$ cat config.mk
export PLATFORM = sky130hd
export DESIGN_NAME = sre_core
export DESIGN_NICKNAME = d
export VERILOG_FILES = /design/src/sre_pkg.sv /design/src/sre_core.sv /design/src/sre_stack.sv
export SDC_FILE = /design/constraint.sdc
export NUM_CORES = 1
export LEC_CHECK = 0
export ABC_AREA = 1
export CAP_MARGIN = 40
export CORE_ASPECT_RATIO = 0.8
export CORE_MARGIN = 2
export CORE_UTILIZATION = 40
export CTS_CLUSTER_DIAMETER = 60
export CTS_CLUSTER_SIZE = 24
export DETAILED_ROUTE_END_ITERATION = 10
export DONT_BUFFER_PORTS = 1
export SLEW_MARGIN = 10
export SYNTH_ARGS = -nofsm -noshare
export SYNTH_HDL_FRONTEND = slang
export SYNTH_HIERARCHICAL = 1
export SYNTH_SLANG_ARGS = --single-unit
export TNS_END_PERCENT = 10
$ cat constraint.sdc
create_clock -name clk -period 7.6 [get_ports clk]
set_input_delay 1.52 -clock clk [delete_from_list [all_inputs] [get_ports clk]]
set_output_delay 1.52 -clock clk [all_outputs]
set_load 0.05 [all_outputs]
$ cat src/sre_pkg.sv
// constants, types and decode function for the return-instruction execution block
package sre_pkg;
    localparam int SRE_PC_W = 21;
    localparam int SRE_DATA_W = 8;
    localparam int SRE_BANK_W = 4;
    localparam int SRE_STACK_DEPTH = 31;
    localparam int SRE_PTR_W = 5;
    localparam int SRE_INSTR_W = 16;

    // instruction phases within one instruction cycle
    localparam logic [1:0] SRE_PH_Q1 = 2'h0;
    localparam logic [1:0] SRE_PH_Q4 = 2'h3;

    // opcode fields
    localparam logic [14:0] SRE_OPC_INT_RET = 15'h0008;
    localparam logic [14:0] SRE_OPC_RETURN = 15'h0009;
    localparam logic [7:0] SRE_OPC_LIT_RET = 8'h0C;
    localparam int SRE_FAST_BIT = 0;
    localparam int SRE_LIT_LSB = 0;

    // reset values
    localparam logic [SRE_PC_W-1:0] SRE_PC_RST = 21'h000000;
    localparam logic [SRE_DATA_W-1:0] SRE_DATA_RST = 8'h00;
    localparam logic [SRE_BANK_W-1:0] SRE_BANK_RST = 4'h0;
    localparam logic [SRE_PTR_W-1:0] SRE_PTR_RST = 5'h00;

    typedef enum logic [2:0]
    {
        SRE_IDLE = 3'b001,
        SRE_EXEC = 3'b010,
        SRE_IDLE_CYC = 3'b100
    } sre_state_e;

    typedef enum logic [1:0]
    {
        SRE_OP_NONE = 2'h0,
        SRE_OP_INT_RET = 2'h1,
        SRE_OP_RETURN = 2'h2,
        SRE_OP_LIT_RET = 2'h3
    } sre_op_e;

    function automatic sre_op_e sre_decode(input logic [SRE_INSTR_W-1:0] word);
        sre_op_e op;
        op = SRE_OP_NONE;
        if (word[15:1] == SRE_OPC_INT_RET)
            op = SRE_OP_INT_RET;
        else if (word[15:1] == SRE_OPC_RETURN)
            op = SRE_OP_RETURN;
        else if (word[15:8] == SRE_OPC_LIT_RET)
            op = SRE_OP_LIT_RET;
        return op;
    endfunction : sre_decode
endpackage : sre_pkg

$ cat src/sre_core.sv
// execution of the three return instructions with return stack and fast restore
// Operation
// - interrupt return pops stack into program counter
// - interrupt return sets one enable at Q4
// - fast flag set restores working, status, bank
// - fast flag clear leaves those registers alone
// - literal return loads literal into working register
// - literal return pops stack into program counter
// - literal return keeps latches and status flags
// - literal return opcode is 0000 1100 kkkk kkkk
// - literal return acts at Q4, then idles
// - plain return pops stack, enables untouched
// - plain return fast flag restores shadows
// - plain return without flag restores no shadows
// - pop discards top, previous entry surfaces
`timescale 1ns/1ps
`default_nettype none
module sre_core
(
    input wire logic clk,
    input wire logic rstn,
    input wire logic [sre_pkg::SRE_INSTR_W-1:0] instr_word,
    input wire logic instr_valid,
    input wire logic irq_level_high,
    input wire logic push_req,
    input wire logic [sre_pkg::SRE_PC_W-1:0] push_addr,
    input wire logic shadow_capture,
    input wire logic irq_enable_clear,
    input wire logic working_wr_en,
    input wire logic [sre_pkg::SRE_DATA_W-1:0] working_wr_data,
    input wire logic status_wr_en,
    input wire logic [sre_pkg::SRE_DATA_W-1:0] status_wr_data,
    input wire logic bank_wr_en,
    input wire logic [sre_pkg::SRE_BANK_W-1:0] bank_wr_data,
    input wire logic latch_wr_en,
    input wire logic [sre_pkg::SRE_DATA_W-1:0] latch_high_wr_data,
    input wire logic [sre_pkg::SRE_DATA_W-1:0] latch_upper_wr_data,
    output logic instr_ready,
    output logic instr_done,
    output logic [1:0] phase,
    output logic [sre_pkg::SRE_PC_W-1:0] program_counter,
    output logic [sre_pkg::SRE_DATA_W-1:0] working_register,
    output logic [sre_pkg::SRE_DATA_W-1:0] status_register,
    output logic [sre_pkg::SRE_BANK_W-1:0] bank_select_register,
    output logic high_priority_irq_enable,
    output logic low_priority_irq_enable,
    output logic [sre_pkg::SRE_DATA_W-1:0] counter_latch_high,
    output logic [sre_pkg::SRE_DATA_W-1:0] counter_latch_upper,
    output logic [sre_pkg::SRE_PTR_W-1:0] stack_level
);
    import sre_pkg::*;

    logic [1:0] rst_sync_r;
    logic rst_n;

    always_ff @(posedge clk or negedge rstn)
    begin
        if (!rstn)
            rst_sync_r <= 2'h0;
        else
            rst_sync_r <= {rst_sync_r[0], 1'b1};
    end
    assign rst_n = rst_sync_r[1];

    // sequencing
    sre_state_e state_r;
    sre_state_e state_nxt;
    sre_op_e op_r;
    sre_op_e op_nxt;
    logic [1:0] phase_r;
    logic [1:0] phase_nxt;
    logic fast_r;
    logic fast_nxt;
    logic level_high_r;
    logic level_high_nxt;
    logic [SRE_DATA_W-1:0] literal_r;
    logic [SRE_DATA_W-1:0] literal_nxt;
    logic ready_nxt;
    logic done_nxt;
    logic accept;
    logic exec_q4;
    sre_op_e dec_op;

    assign dec_op = sre_decode(instr_word);
    // unknown words are not taken; the fetch side owns them
    assign accept = (state_r == SRE_IDLE) && (phase_r == SRE_PH_Q1) && instr_valid && (dec_op != SRE_OP_NONE);
    assign exec_q4 = (state_r == SRE_EXEC) && (phase_r == SRE_PH_Q4);

    always_comb
    begin
        phase_nxt = phase_r + 2'h1;
        state_nxt = state_r;
        op_nxt = op_r;
        fast_nxt = fast_r;
        level_high_nxt = level_high_r;
        literal_nxt = literal_r;
        done_nxt = 1'b0;
        unique case (state_r)
            SRE_IDLE:
            begin
                if (accept)
                begin
                    state_nxt = SRE_EXEC;
                    op_nxt = dec_op;
                    fast_nxt = instr_word[SRE_FAST_BIT];
                    level_high_nxt = irq_level_high;
                    literal_nxt = instr_word[SRE_LIT_LSB +: SRE_DATA_W];
                end
            end
            SRE_EXEC:
            begin
                if (phase_r == SRE_PH_Q4)
                    state_nxt = SRE_IDLE_CYC;
            end
            SRE_IDLE_CYC:
            begin
                if (phase_r == SRE_PH_Q4)
                begin
                    state_nxt = SRE_IDLE;
                    done_nxt = 1'b1;
                end
            end
            default:
                state_nxt = SRE_IDLE;
        endcase
        ready_nxt = (state_nxt == SRE_IDLE) && (phase_nxt == SRE_PH_Q1);
    end

    always_ff @(posedge clk or negedge rst_n)
    begin
        if (!rst_n)
        begin
            state_r <= SRE_IDLE;
            op_r <= SRE_OP_NONE;
            phase_r <= SRE_PH_Q1;
            fast_r <= 1'b0;
            level_high_r <= 1'b0;
            literal_r <= SRE_DATA_RST;
            instr_ready <= 1'b0;
            instr_done <= 1'b0;
        end
        else
        begin
            state_r <= state_nxt;
            op_r <= op_nxt;
            phase_r <= phase_nxt;
            fast_r <= fast_nxt;
            level_high_r <= level_high_nxt;
            literal_r <= literal_nxt;
            instr_ready <= ready_nxt;
            instr_done <= done_nxt;
        end
    end
    assign phase = phase_r;

    // return stack
    logic do_pop;
    logic [SRE_PC_W-1:0] stack_top;

    assign do_pop = exec_q4;

    sre_stack u_stack
    (
        .clk(clk),
        .rst_n(rst_n),
        .push(push_req),
        .push_addr(push_addr),
        .pop(do_pop),
        .top(stack_top),
        .level(stack_level)
    );

    // architectural registers
    logic [SRE_PC_W-1:0] pc_r;
    logic [SRE_PC_W-1:0] pc_nxt;
    logic [SRE_DATA_W-1:0] w_r;
    logic [SRE_DATA_W-1:0] w_nxt;
    logic [SRE_DATA_W-1:0] st_r;
    logic [SRE_DATA_W-1:0] st_nxt;
    logic [SRE_BANK_W-1:0] bank_r;
    logic [SRE_BANK_W-1:0] bank_nxt;
    logic [SRE_DATA_W-1:0] working_shadow_r;
    logic [SRE_DATA_W-1:0] working_shadow_nxt;
    logic [SRE_DATA_W-1:0] status_shadow_r;
    logic [SRE_DATA_W-1:0] status_shadow_nxt;
    logic [SRE_BANK_W-1:0] bank_select_shadow_r;
    logic [SRE_BANK_W-1:0] bank_select_shadow_nxt;
    logic ie_high_r;
    logic ie_high_nxt;
    logic ie_low_r;
    logic ie_low_nxt;
    logic [SRE_DATA_W-1:0] lat_hi_r;
    logic [SRE_DATA_W-1:0] lat_hi_nxt;
    logic [SRE_DATA_W-1:0] lat_up_r;
    logic [SRE_DATA_W-1:0] lat_up_nxt;
    logic restore;

    assign restore = exec_q4 && fast_r && (op_r != SRE_OP_LIT_RET);

    always_comb
    begin
        pc_nxt = pc_r;
        w_nxt = working_wr_en ? working_wr_data : w_r;
        st_nxt = status_wr_en ? status_wr_data : st_r;
        bank_nxt = bank_wr_en ? bank_wr_data : bank_r;
        ie_high_nxt = irq_enable_clear ? 1'b0 : ie_high_r;
        ie_low_nxt = irq_enable_clear ? 1'b0 : ie_low_r;
        // latches written only from outside; returns never touch them
        lat_hi_nxt = latch_wr_en ? latch_high_wr_data : lat_hi_r;
        lat_up_nxt = latch_wr_en ? latch_upper_wr_data : lat_up_r;
        working_shadow_nxt = shadow_capture ? w_r : working_shadow_r;
        status_shadow_nxt = shadow_capture ? st_r : status_shadow_r;
        bank_select_shadow_nxt = shadow_capture ? bank_r : bank_select_shadow_r;
        if (exec_q4)
            pc_nxt = stack_top;
        // the executing instruction wins over a same-cycle outside write
        if (restore)
        begin
            w_nxt = working_shadow_r;
            st_nxt = status_shadow_r;
            bank_nxt = bank_select_shadow_r;
        end
        if (exec_q4 && op_r == SRE_OP_LIT_RET)
            w_nxt = literal_r;
        // setting the enable beats a same-cycle clear, so the return is not lost
        if (exec_q4 && op_r == SRE_OP_INT_RET)
        begin
            if (level_high_r)
                ie_high_nxt = 1'b1;
            else
                ie_low_nxt = 1'b1;
        end
    end

    always_ff @(posedge clk or negedge rst_n)
    begin
        if (!rst_n)
        begin
            pc_r <= SRE_PC_RST;
            w_r <= SRE_DATA_RST;
            st_r <= SRE_DATA_RST;
            bank_r <= SRE_BANK_RST;
            working_shadow_r <= SRE_DATA_RST;
            status_shadow_r <= SRE_DATA_RST;
            bank_select_shadow_r <= SRE_BANK_RST;
            ie_high_r <= 1'b0;
            ie_low_r <= 1'b0;
            lat_hi_r <= SRE_DATA_RST;
            lat_up_r <= SRE_DATA_RST;
        end
        else
        begin
            pc_r <= pc_nxt;
            w_r <= w_nxt;
            st_r <= st_nxt;
            bank_r <= bank_nxt;
            working_shadow_r <= working_shadow_nxt;
            status_shadow_r <= status_shadow_nxt;
            bank_select_shadow_r <= bank_select_shadow_nxt;
            ie_high_r <= ie_high_nxt;
            ie_low_r <= ie_low_nxt;
            lat_hi_r <= lat_hi_nxt;
            lat_up_r <= lat_up_nxt;
        end
    end

    assign program_counter = pc_r;
    assign working_register = w_r;
    assign status_register = st_r;
    assign bank_select_register = bank_r;
    assign high_priority_irq_enable = ie_high_r;
    assign low_priority_irq_enable = ie_low_r;
    assign counter_latch_high = lat_hi_r;
    assign counter_latch_upper = lat_up_r;

    // checks
    a_pop_loads_pc:
    assert property (@(posedge clk) disable iff (!rst_n)
        exec_q4 |=> pc_r == $past(stack_top))
    else $error("program counter not loaded from stack top");

    a_irq_enable_set:
    assert property (@(posedge clk) disable iff (!rst_n)
        (accept && dec_op == SRE_OP_INT_RET) |-> ##4 (level_high_r ? ie_high_r : ie_low_r) == 1'b1)
    else $error("interrupt enable not set by interrupt return");

    a_fast_restore:
    assert property (@(posedge clk) disable iff (!rst_n)
        restore |=> w_r == $past(working_shadow_r) && st_r == $past(status_shadow_r)
            && bank_r == $past(bank_select_shadow_r))
    else $error("shadow registers not restored");

    a_no_restore_keeps:
    assert property (@(posedge clk) disable iff (!rst_n)
        (exec_q4 && !fast_r && op_r != SRE_OP_LIT_RET && !working_wr_en && !status_wr_en && !bank_wr_en)
            |=> $stable(w_r) && $stable(st_r) && $stable(bank_r))
    else $error("registers changed without fast restore");

    a_two_cycles:
    assert property (@(posedge clk) disable iff (!rst_n)
        accept |=> !instr_done [*7] ##1 instr_done)
    else $error("return did not take two instruction cycles");

    a_literal_to_working:
    assert property (@(posedge clk) disable iff (!rst_n)
        (accept && dec_op == SRE_OP_LIT_RET) |-> ##4 w_r == $past(instr_word[SRE_LIT_LSB +: SRE_DATA_W], 4))
    else $error("literal not placed in working register");

    a_latch_kept:
    assert property (@(posedge clk) disable iff (!rst_n)
        (exec_q4 && !latch_wr_en) |=> $stable(lat_hi_r) && $stable(lat_up_r))
    else $error("program counter latches changed by return");

    a_return_keeps_ie:
    assert property (@(posedge clk) disable iff (!rst_n)
        (exec_q4 && op_r != SRE_OP_INT_RET && !irq_enable_clear) |=> $stable(ie_high_r) && $stable(ie_low_r))
    else $error("interrupt enables changed by plain return");

    a_pop_level:
    assert property (@(posedge clk) disable iff (!rst_n)
        (exec_q4 && stack_level != SRE_PTR_RST) |=> stack_level == $past(stack_level) - 5'h01)
    else $error("stack level not reduced by one on pop");

    a_decode_ignored:
    assert property (@(posedge clk) disable iff (!rst_n)
        (state_r == SRE_IDLE && dec_op == SRE_OP_NONE) |=> state_r == SRE_IDLE)
    else $error("unknown word started execution");
endmodule : sre_core
`default_nettype wire

$ cat src/sre_stack.sv
// hardware return stack with push and pop
`timescale 1ns/1ps
`default_nettype none
module sre_stack
(
    input wire logic clk,
    input wire logic rst_n,
    input wire logic push,
    input wire logic [sre_pkg::SRE_PC_W-1:0] push_addr,
    input wire logic pop,
    output logic [sre_pkg::SRE_PC_W-1:0] top,
    output logic [sre_pkg::SRE_PTR_W-1:0] level
);
    import sre_pkg::*;

    logic [SRE_PC_W-1:0] mem [0:SRE_STACK_DEPTH-1];
    logic [SRE_PTR_W-1:0] level_r;
    logic [SRE_PTR_W-1:0] level_nxt;
    logic do_push;

    // an empty stack reads as zero; popping it is ignored
    assign top = (level_r == SRE_PTR_RST) ? SRE_PC_RST : mem[level_r - 5'h01];
    assign level = level_r;
    // pop wins over a push in the same cycle; a push onto a full stack is dropped
    assign do_push = push && !pop && (level_r != 5'(SRE_STACK_DEPTH));

    always_comb
    begin
        level_nxt = level_r;
        if (pop && level_r != SRE_PTR_RST)
            level_nxt = level_r - 5'h01;
        else if (do_push)
            level_nxt = level_r + 5'h01;
    end

    always_ff @(posedge clk or negedge rst_n)
    begin
        if (!rst_n)
            level_r <= SRE_PTR_RST;
        else
            level_r <= level_nxt;
    end

    always_ff @(posedge clk)
    begin
        if (do_push)
            mem[level_r] <= push_addr;
    end
endmodule : sre_stack
`default_nettype wire

---- Word-level counts from Yosys, hierarchy flattened ----
Memory sizes are Yosys's and may differ from the RTL's.
Index checks and enable logic that the tools add are counted.
word-level totals
  register bits after elaboration ......... 105
  memory bits (writable) .................. 651
  input bits .............................. 84
  word-level logic and storage cells ...... 87
  memories kept ........................... 1
cells by class
  add/subtract/negate cells ............... 3
  eq/ne operators ......................... 12
  muxes and demuxes ....................... 27
  reduce and logical (&&, ||, !) cells .... 23
memory list
  name         depth  width  rd ports  clocked after memory_dff  wr ports  line             source
  u_stack.mem  31     21     1         0                         1         sre_stack.sv:16  logic [SRE_PC_W-1:0] mem [0:SRE_STACK_DEPTH-1];
operators by type and width
  kind                                                                number
  8-bit 2-to-1 mux                                                    5
  15-bit by 4-bit == test with 1-bit output, second input constant    2
  21-bit 2-to-1 mux                                                   1
  1-bit logical AND                                                   12
  1-bit 2-to-1 mux                                                    10
  5-bit 2-to-1 mux                                                    2
  3-bit 2-to-1 mux                                                    3
  3-bit case mux with 3 select lines                                  1
  8-bit by 4-bit == test with 1-bit output, second input constant     1
  4-bit 2-to-1 mux                                                    2
  2-bit nonzero test                                                  4
  3-bit by 1-bit == test with 1-bit output, second input constant     2
  2-bit 2-to-1 mux                                                    3
  5-bit by 1-bit adder with 5-bit output, second input constant       1
  5-bit zero test                                                     1
  5-bit inequality test, second input constant                        1
  5-bit nonzero test                                                  1
  5-bit by 1-bit subtractor with 5-bit output, second input constant  1
  2-bit == test, second input constant                                2
  2-bit zero test                                                     2
  3-bit by 2-bit == test with 1-bit output, second input constant     1
  3-bit == test, second input constant                                1
  3-bit nonzero test                                                  1
  2-bit by 1-bit adder with 2-bit output, second input constant       1
  other kinds (4)                                                     4

---- Longest topological paths before layout ----
Gate-level depths: netlist of run 1.
  depth after elaboration ................. 10
  mapped depth ............................ 17
  mapped depth without buffers ............ 13

---- Cells and area by module ----
The synthesis of run 1 kept the hierarchy.
modules (own cells, without submodules)
  module     times used  cells an instance  area each (µm²)  seq. area each (µm²)
  sre_stack  1           2217               26664.3          19673.9
  sre_core   1           458                4232.8           2478.6

---- Worst setup path before layout of run 1 ----
OpenSTA, ideal clock, no wires.
  path kind ............................... input port to flip-flop
  start ................................... input push_req
  end ..................................... memory u_stack.mem[0][0] (enable)
  arrival ................................. 3.113 ns
  slack ................................... 4.088 ns
  stages .................................. 5
  buffers on the path ..................... 0
  cell sequence ........................... inv_1 or3_1 inv_1 nand2_1 nor2_1
between the ends
  longest elaborated chain between the ends .. 4
ends and longest elaborated chain
  item                                    line             source
  start: declaration                      sre_core.sv:25   input wire logic push_req,
  1-bit logical AND (2 in a row)          sre_stack.sv:25  assign do_push = push && !pop && (level_r != 5'(SRE_STACK_DEPTH));
  1-bit 2-to-1 mux                        sre_stack.sv:46  if (do_push)
  1-bit 2-to-1 mux (implied by the code)  sre_stack.sv:47  mem[level_r] <= push_addr;
  end: declaration                        sre_stack.sv:16
Every way passes these cells.

---- Worst setup path after layout of run 1 ----
  start ................................... register u_stack.level_r[0], in the netlist u_stack/level[0]
  end ..................................... register pc_r[19], in the netlist program_counter[19]
between the ends
  longest elaborated chain between the ends .. 3
  elaborated cells between the ends (all ways) .. 4
ends and longest elaborated chain
  item                                         line             source
  start: declaration                           sre_stack.sv:17  logic [SRE_PTR_W-1:0] level_r;
  start signal: assignment                     sre_stack.sv:41  level_r <= level_nxt;
  5-bit by 1-bit subtractor with 5-bit output  sre_stack.sv:22  assign top = (level_r == SRE_PTR_RST) ? SRE_PC_RST : mem[level_r - 5'h01];
  memory read 31 x 21 bit                      n/a
  21-bit 2-to-1 mux (*)                        sre_stack.sv:22
  via stack_top[19]                            sre_core.sv:158  logic [SRE_PC_W-1:0] stack_top;
  end signal: assignment                       sre_core.sv:253  pc_r <= pc_nxt;
  end: declaration                             sre_core.sv:174  logic [SRE_PC_W-1:0] pc_r;
The timed path passes the listed nets; every way through them passes the cells marked *.
A chain may end at the register's enable or synchronous reset.

==> results of run 1 <==
==> worst paths after layout <==
path,from,endpoint,cells past startpoint
max in group asynchronous,rst_sync_r[1],state_r[0],2
setup / recovery,u_stack/level[0],program_counter[19],13
setup reg to reg,u_stack/level[0],program_counter[19],13
hold / removal,rst_sync_r[1],program_counter[5],0
hold reg to reg,rst_sync_r[1],program_counter[5],0
min in group clk,rst_sync_r[0],rst_sync_r[1],0
==> power by group through the flow <==
stage	combinational (uW)	clock [uW]	sequential, uW
floorplan	3640	0	5040
global placement	5060	0	5100
detailed placement	5210	0	5080
CTS	5230	2740	4980
global route	5830	2880	5010
finish	5320	2680	4980
==> cells by family (layout without fill, tap and decap cells) <==
kind of cell	after synthesis	after routing	synth area share, %
simple gates	1625	1625	22.6
xor+xnor	3	3	0.0851
other cells	1	2	0.0121
mux	24	24	0.875
fa+ha+maj	9	9	0.364
flops	755	755	71.7
buf+inv	202	175	3.25
compound gates	56	56	1.10
==> per-stage QoR <==
stage	hold WS, ns	cells	utilization [%]	setup WS (ns)
finish	0.304	3672	43.6	3.22
global route	0.328	3671	43.6	2.99
CTS	0.330	3671	43.6	3.31
detailed placement	0.312	3592	41.7	3.34
global placement	0.315	3586	41.5	3.39
floorplan	0.331	2675	-	4.09
==> worst reg2reg max path: stages (launching register included) <==
cell and delay, ns:
dfrtp_4 0.69, inv_8 0.66, ha_4 0.54, inv_4 0.45, buf_4 0.78, nand3_1 0.21, nand2_1 0.10, nand2_1 0.05
nand2_1 0.09, nand2_1 0.06, a21oi_1 0.41, nor2_1 0.10, nand2_1 0.08, nand2_1 0.05
==> metal layers <==
layer | global-route usage (%) | up-vias
met5 | 0 | -
met4 | 6.23 | 0
met3 | 4.19 | 144
met2 | 31.3 | 861
met1 | 31.0 | 10200
li1 | - | 9164
==> cells in the final DEF, fill, tap and decap left out, types with 2 or more instances in the layout <==
cell type and instances:
nand2_1 880, edfxtp_1 651, nand3_1 603, dfrtp_1 101
nor2_1 69, clkbuf_16 47, buf_4 43, inv_1 39
a21oi_1 31, nor2_2 31, mux2_2 24, or2_2 21
o211ai_1 12, ha_1 8, clkbuf_1 8, inv_8 6
inv_6 5, nor2_4 4, nand2_2 4, clkinv_4 4
buf_16 4, o221ai_1 4, inv_2 3, o21ai_0 3
nand4_1 3, inv_16 3, nor3_1 2, o22ai_1 2
nand3_2 2, clkinv_8 2, clkinv_1 2, inv_4 2
dfrtp_4 2, nand2_4 2, xor2_1 2, buf_12 2
==> sequential cells by signal, indices dropped and copies added (netlist names), 5 cells and up <==
| name | flops |
|---|---|
| u_stack/mem | 651 |
| program_counter | 21 |
| counter_latch_high | 8 |
| counter_latch_upper | 8 |
| literal_r | 8 |
| status_register | 8 |
| status_shadow_r | 8 |
| working_register | 8 |
| working_shadow_r | 8 |
| u_stack/level | 5 |
==> final cells by class <==
class | instances | area (sq um) | area share (%)
inverter | 45 | 184 | 0.550
tap | 1023 | 1280 | 3.82
clock inverter | 24 | 284 | 0.849
clock buffer | 55 | 1210 | 3.60
sequential | 755 | 22200 | 66.2
multi-input combinational | 1718 | 7850 | 23.5
antenna | 1 | 2.50 | 0.00748
timing repair buffer | 51 | 499 | 1.49
==> reports/results.ini, run 1 <==
[outcome]
status = finished, final reports clean

[setup_path]
crit_chain = inv_8 -> ha_4 -> inv_4 -> buf_4 -> nand3_1 -> nand2_1 -> nand2_1 -> nand2_1 -> nand2_1 -> a21oi_1 -> nor2_1 -> nand2_1 -> nand2_1
critical_path_class = register to register
cp_slowest_stage_delay_ns = 0.77
critical_path.top_delay_family = buffers and inverters
crit_arrival_ns = 4.89
crit_path_end_kind = register
start_kind = register
cpMaxStageDelayCell = buf_4
crit_required_ns = 8.11
r2r_slack_ns = 3.22
path_buf_inv = 3
cp_max_fo = 121
crit_path_frequent_cell = nand2_1

[yosys]
yosys.area.top_type = edfxtp_1
synth_edf_count = 651
syn-cell-area_sq_mm = 0.0309
syn_nets = 2768
synthTopCellsByArea = edfxtp_1, nand2_1, nand3_1, dfrtp_1, buf_2
yosys.cell_count.top_type = nand2_1
synth_seq_cells = 755
ys_seq_area_share_pct = 71.7
synth_top_area_share_pct = 63.3
synthTopCellsByCount = nand2_1, edfxtp_1, nand3_1
yosysWarnings = 6
syn_inst = 2675
synth_cell_types = 38
synth_area_per_cell_sq_um = 11.6
synthFlopType = edfxtp_1
synthArstFlopShare_pct = 13.8

[die]
core_area_sq_mm = 0.0767
top_level_ports = 152
fp.dieArea_sq_mm = 0.0795
floorplan.initialDensity_pct = 40.3
dieWidth_um = 315
num_rows = 91
die_h_um = 253

[sta]
rsz0062_at_grt = no
min_period_ns = 4.38
fin_skew_ns = 0.0258
slew_headroom_pct = 20.0
finalSetupTns_ns = 0
setup_viol = 0
tightest_slew_ns = 1.20
fin_crit_sh_pct = 57.6
fmax_mhz = 228
drv_slew = 0
finalHoldViolCount = 0

[run]
maxCapViolCount = 0

[detailed_routing]
met1Wirelength_um = 36800
num_vias = 20400
postRouteAntennaNets = 0
vias_per_cell = 5.54
met2_length_um = 37300
detail_route.wl_per_cell_um = 23.0
drc = 0
dr.first_iter.drc_count = 2387
routed-wl-met3_um = 7860
drt_wl_total_um = 84300
drt_pre_antenna_iters = 6
routed.top_layer = met4

[cts]
cts_buffer_depth = 3
clk_latency_ns = 0.63
cts_tree = done
cts_hold_buf = 0
numCtsBuffers = 44
h-tree-depth = 2
post-cts-setup-buffers = 0
clk_pin_slew_ns = 0.09
cts.sinks = 755
clockRootBuffer = clkbuf_16
cts_resized = 0

[global_routing]
grt_usage_pct = 21.0
grt_pass1_vias = 19800
grt_pass1_wl_um = 126000
grt_max_degree = 221
grt-ovfl-total = 0
antenna_found_initial = 1

[pwr]
switching_share_pct = 42.6
power_switching_uw = 5530
p_int_uw = 7450
power_uw = 13000
p_leak_uw = 0.0122
p_per_area_mw_per_mm2 = 388
worst_ir_drop_vdd_mv = 0.339
combPwrFrac_pct = 41.0
power_frac_seq_pct = 38.4
clock_power_share_pct = 20.6

[hold_path]
hp-class = register to asynchronous set/reset pin

[layout]
area_growth_pct = 8.33
drive_gt1_share_pct = 8.35
final_cell_area_sq_mm = 0.0335
fillerInstances = 7092
layout.nets = 2708

[placed_design]
portBuffers = 0
place.gp.congestion = 0.813
post-dp-hpwl_um = 46900
placed_cell_area_sq_mm = 0.0320

No activity file was read; power rests on OpenSTA's default activity.
==> run 2, diff against run 1 <==
==> constraint.sdc (replaced) <==
create_clock -name clk -period 4 [get_ports clk]
set_input_delay 0.8 -clock clk [delete_from_list [all_inputs] [get_ports clk]]
set_output_delay 0.8 -clock clk [all_outputs]
set_load 0.05 [all_outputs]
==> reports/results.ini, run 2 (synthesized netlist as in run 1, its figures left out) <==
[sta]
slew_headroom_pct = 24.9  ; was 20.0%
tightest_slew_ns = 1.13  ; was 1.20 ns
finalHoldViolCount = 0  ; unchanged
fin_skew_ns = 0.0232  ; was 0.0258 ns
fin_crit_sh_pct = 81.1  ; was 57.6%
min_period_ns = 3.24  ; was 4.38 ns
holdWs_ns = 0.279  ; was 0.304 ns
setup_viol = 0  ; unchanged
rsz0062_at_grt = no  ; unchanged
drv_slew = 0  ; unchanged
finalSetupTns_ns = 0  ; unchanged
fmax_mhz = 308  ; was 228 MHz

[global_routing]
grt_max_degree = 178  ; was 221
grt-ovfl-total = 0  ; unchanged
antenna_found_initial = 1  ; unchanged
grt_pass1_vias = 19600  ; was 19800
grt_pass1_wl_um = 121000  ; was 126000 um
grt_usage_pct = 20.0  ; was 21.0%

[hold_path]
hold_depth = 1
worstHoldEndpoint = status_shadow_r[6]
hp-start = shadow_capture
hp-class = primary input to register  ; was register to asynchronous set/reset pin

[die]
num_rows = 91  ; unchanged
die_h_um = 253  ; unchanged
top_level_ports = 152  ; unchanged
floorplan.initialDensity_pct = 40.3  ; unchanged
dieWidth_um = 315  ; unchanged
core_area_sq_mm = 0.0767  ; unchanged
fp.dieArea_sq_mm = 0.0795  ; unchanged

[placed_design]
place.gp.congestion = 0.834  ; was 0.813
portBuffers = 0  ; unchanged
post-dp-hpwl_um = 47200  ; was 46900 um

[setup_path]
worstRegToRegCells = 8  ; was 13
start_kind = register  ; unchanged
cp_slowest_stage_delay_ns = 0.59  ; was 0.77 ns
r2r_slack_ns = 0.76  ; was 3.22 ns
crit_path_end_kind = register  ; unchanged
crit_path_frequent_cell = inv_1  ; was nand2_1
cp_max_fo = 15  ; was 121
r2r_start = phase[0]  ; was u_stack/level[0]
crit_arrival_ns = 3.55  ; was 4.89 ns
timing.rr.end = u_stack/mem[5][15]  ; was program_counter[19]
crit_chain = ha_1 -> inv_1 -> nor2_4 -> or3_1 -> inv_1 -> nand2_1 -> nor2_2 -> buf_12  ; was inv_8 -> ha_4 -> inv_4 -> buf_4 -> nand3_1 -> nand2_1 -> nand2_1 -> nand2_1 -> nand2_1 -> a21oi_1 -> nor2_1 -> nand2_1 -> nand2_1
crit_required_ns = 4.31  ; was 8.11 ns
critical_path_class = register to register  ; unchanged
cpMaxStageDelayCell = dfrtp_1  ; was buf_4

[pwr]
p_int_uw = 14200  ; was 7450 uW
worst_ir_drop_vdd_mv = 0.598  ; was 0.339 mV
p_leak_uw = 0.0124  ; was 0.0122 uW
clock_power_share_pct = 20.0  ; was 20.6%
p_per_area_mw_per_mm2 = 732  ; was 388 mW/mm^2
power_switching_uw = 10400  ; was 5530 uW
power_uw = 24600  ; was 13000 uW
power_frac_seq_pct = 37.9  ; was 38.4%
switching_share_pct = 42.2  ; was 42.6%
combPwrFrac_pct = 42.1  ; was 41.0%

[cts]
post-cts-setup-buffers = 0  ; unchanged
cts_tree = done  ; unchanged
cts.sinks = 755  ; unchanged
h-tree-depth = 2  ; unchanged
cts_buffer_depth = 3  ; unchanged
clk_pin_slew_ns = 0.09  ; about the same
numCtsBuffers = 44  ; unchanged
clk_latency_ns = 0.60  ; was 0.63 ns
clockRootBuffer = clkbuf_16  ; unchanged

[layout]
drive_gt1_share_pct = 9.24  ; was 8.35%
final_cell_mix = nand2_1, edfxtp_1, nand3_1  ; unchanged
fin_util_pct = 43.9  ; was 43.6%
layout.nets = 2735  ; was 2708
regMostFlops = u_stack/mem  ; unchanged
largest_reg_flops = 651  ; unchanged
area_growth_pct = 9.03  ; was 8.33%
final_common_cell = nand2_1  ; unchanged

[detailed_routing]
drt_pre_antenna_iters = 5  ; was 6
vias_per_cell = 5.47  ; was 5.54
routed.top_layer = met5  ; was met4
num_vias = 20200  ; was 20400
drt_wl_total_um = 80400  ; was 84300 um
routed-wl-met3_um = 6310  ; was 7860 um
met2_length_um = 36000  ; was 37300 um
dr.first_iter.drc_count = 2254  ; was 2387
met1Wirelength_um = 36400  ; was 36800 um
drc = 0  ; unchanged
postRouteAntennaNets = 0  ; unchanged
detail_route.wl_per_cell_um = 21.7  ; was 23.0 um

[outcome]
status = finished, final reports clean  ; unchanged

[run]
maxCapViolCount = 0  ; unchanged

==> run 2: changes by cell type in the layout (fill, tap and decap cells not counted), sizes merged <==
cell / previous run / this run
clkinvlp: 0 / 3
inv: 59 / 51
buf: 51 / 77
dlygate4sd3: 0 / 1
diode: 1 / 3
clkinv: 9 / 12
==> run 2: what timing repair did <==
action,in CTS,in global routing
hold buffers,1,0
hold endpoints to repair,2,0
resized for setup,0,0
==> run 2: how the worst max path moves through the flow <==
stage,startpoint,end,slack (ns),cells past startpoint
CTS,phase[0],u_stack/mem[5][18],0.82,8
detailed placement,phase[0],u_stack/mem[5][6],0.83,8
global route,phase[0],u_stack/mem[5][18],0.62,8
finish,phase[0],u_stack/mem[5][15],0.76,8
global placement,phase[0],u_stack/mem[7][8],0.87,8
floorplan,phase[0],u_stack/mem[0][0],0.67,8
==> run 2: through the flow <==
step	setup WS (ns)	cell area, sq um	cells
6_report	0.756	33700	3699
5_1_grt	0.623	33700	3696
4_1_cts	0.816	33700	3696
3_5_place_dp	0.832	32200	3618
3_3_place_gp	0.870	32200	3617
2_1_floorplan	0.673	30900	2675
==> run 2: layer usage <==
layer  GRT usage (%)  up-vias
met1            29.6    10100
met3            3.75      118
met4            4.88        2
met5               0        -
met2            30.5      751
li1                -     9233
==> run 2: final cells by class <==
cell class,count,area (sq um)
clock buffer,55,1180
fill,7020,43100
sequential,755,22200
timing repair buffer,78,771
inverter,45,184
multi-input combinational,1718,7850
clock inverter,22,246
antenna,3,7.51
tap,1023,1280
==> run 2: worst max-delay path, delay by kind of cell (launching register included) <==
kind / cells / cell delay, ns
buffers and inverters: 3 / 0.57
DFF: 1 / 0.59
and+or+nand+nor: 4 / 1.36
adders and majority gates: 1 / 0.40
==> run 2: power by group through the flow <==
stage / clock network [uW] / registers [uW] / logic, uW
final: 4920 / 9340 / 10400
after global routing: 5290 / 9380 / 11400
after CTS: 5030 / 9340 / 10200
after detailed placement: 0 / 9520 / 10200
after global placement: 0 / 9510 / 10100
after floorplan: 0 / 9570 / 6920
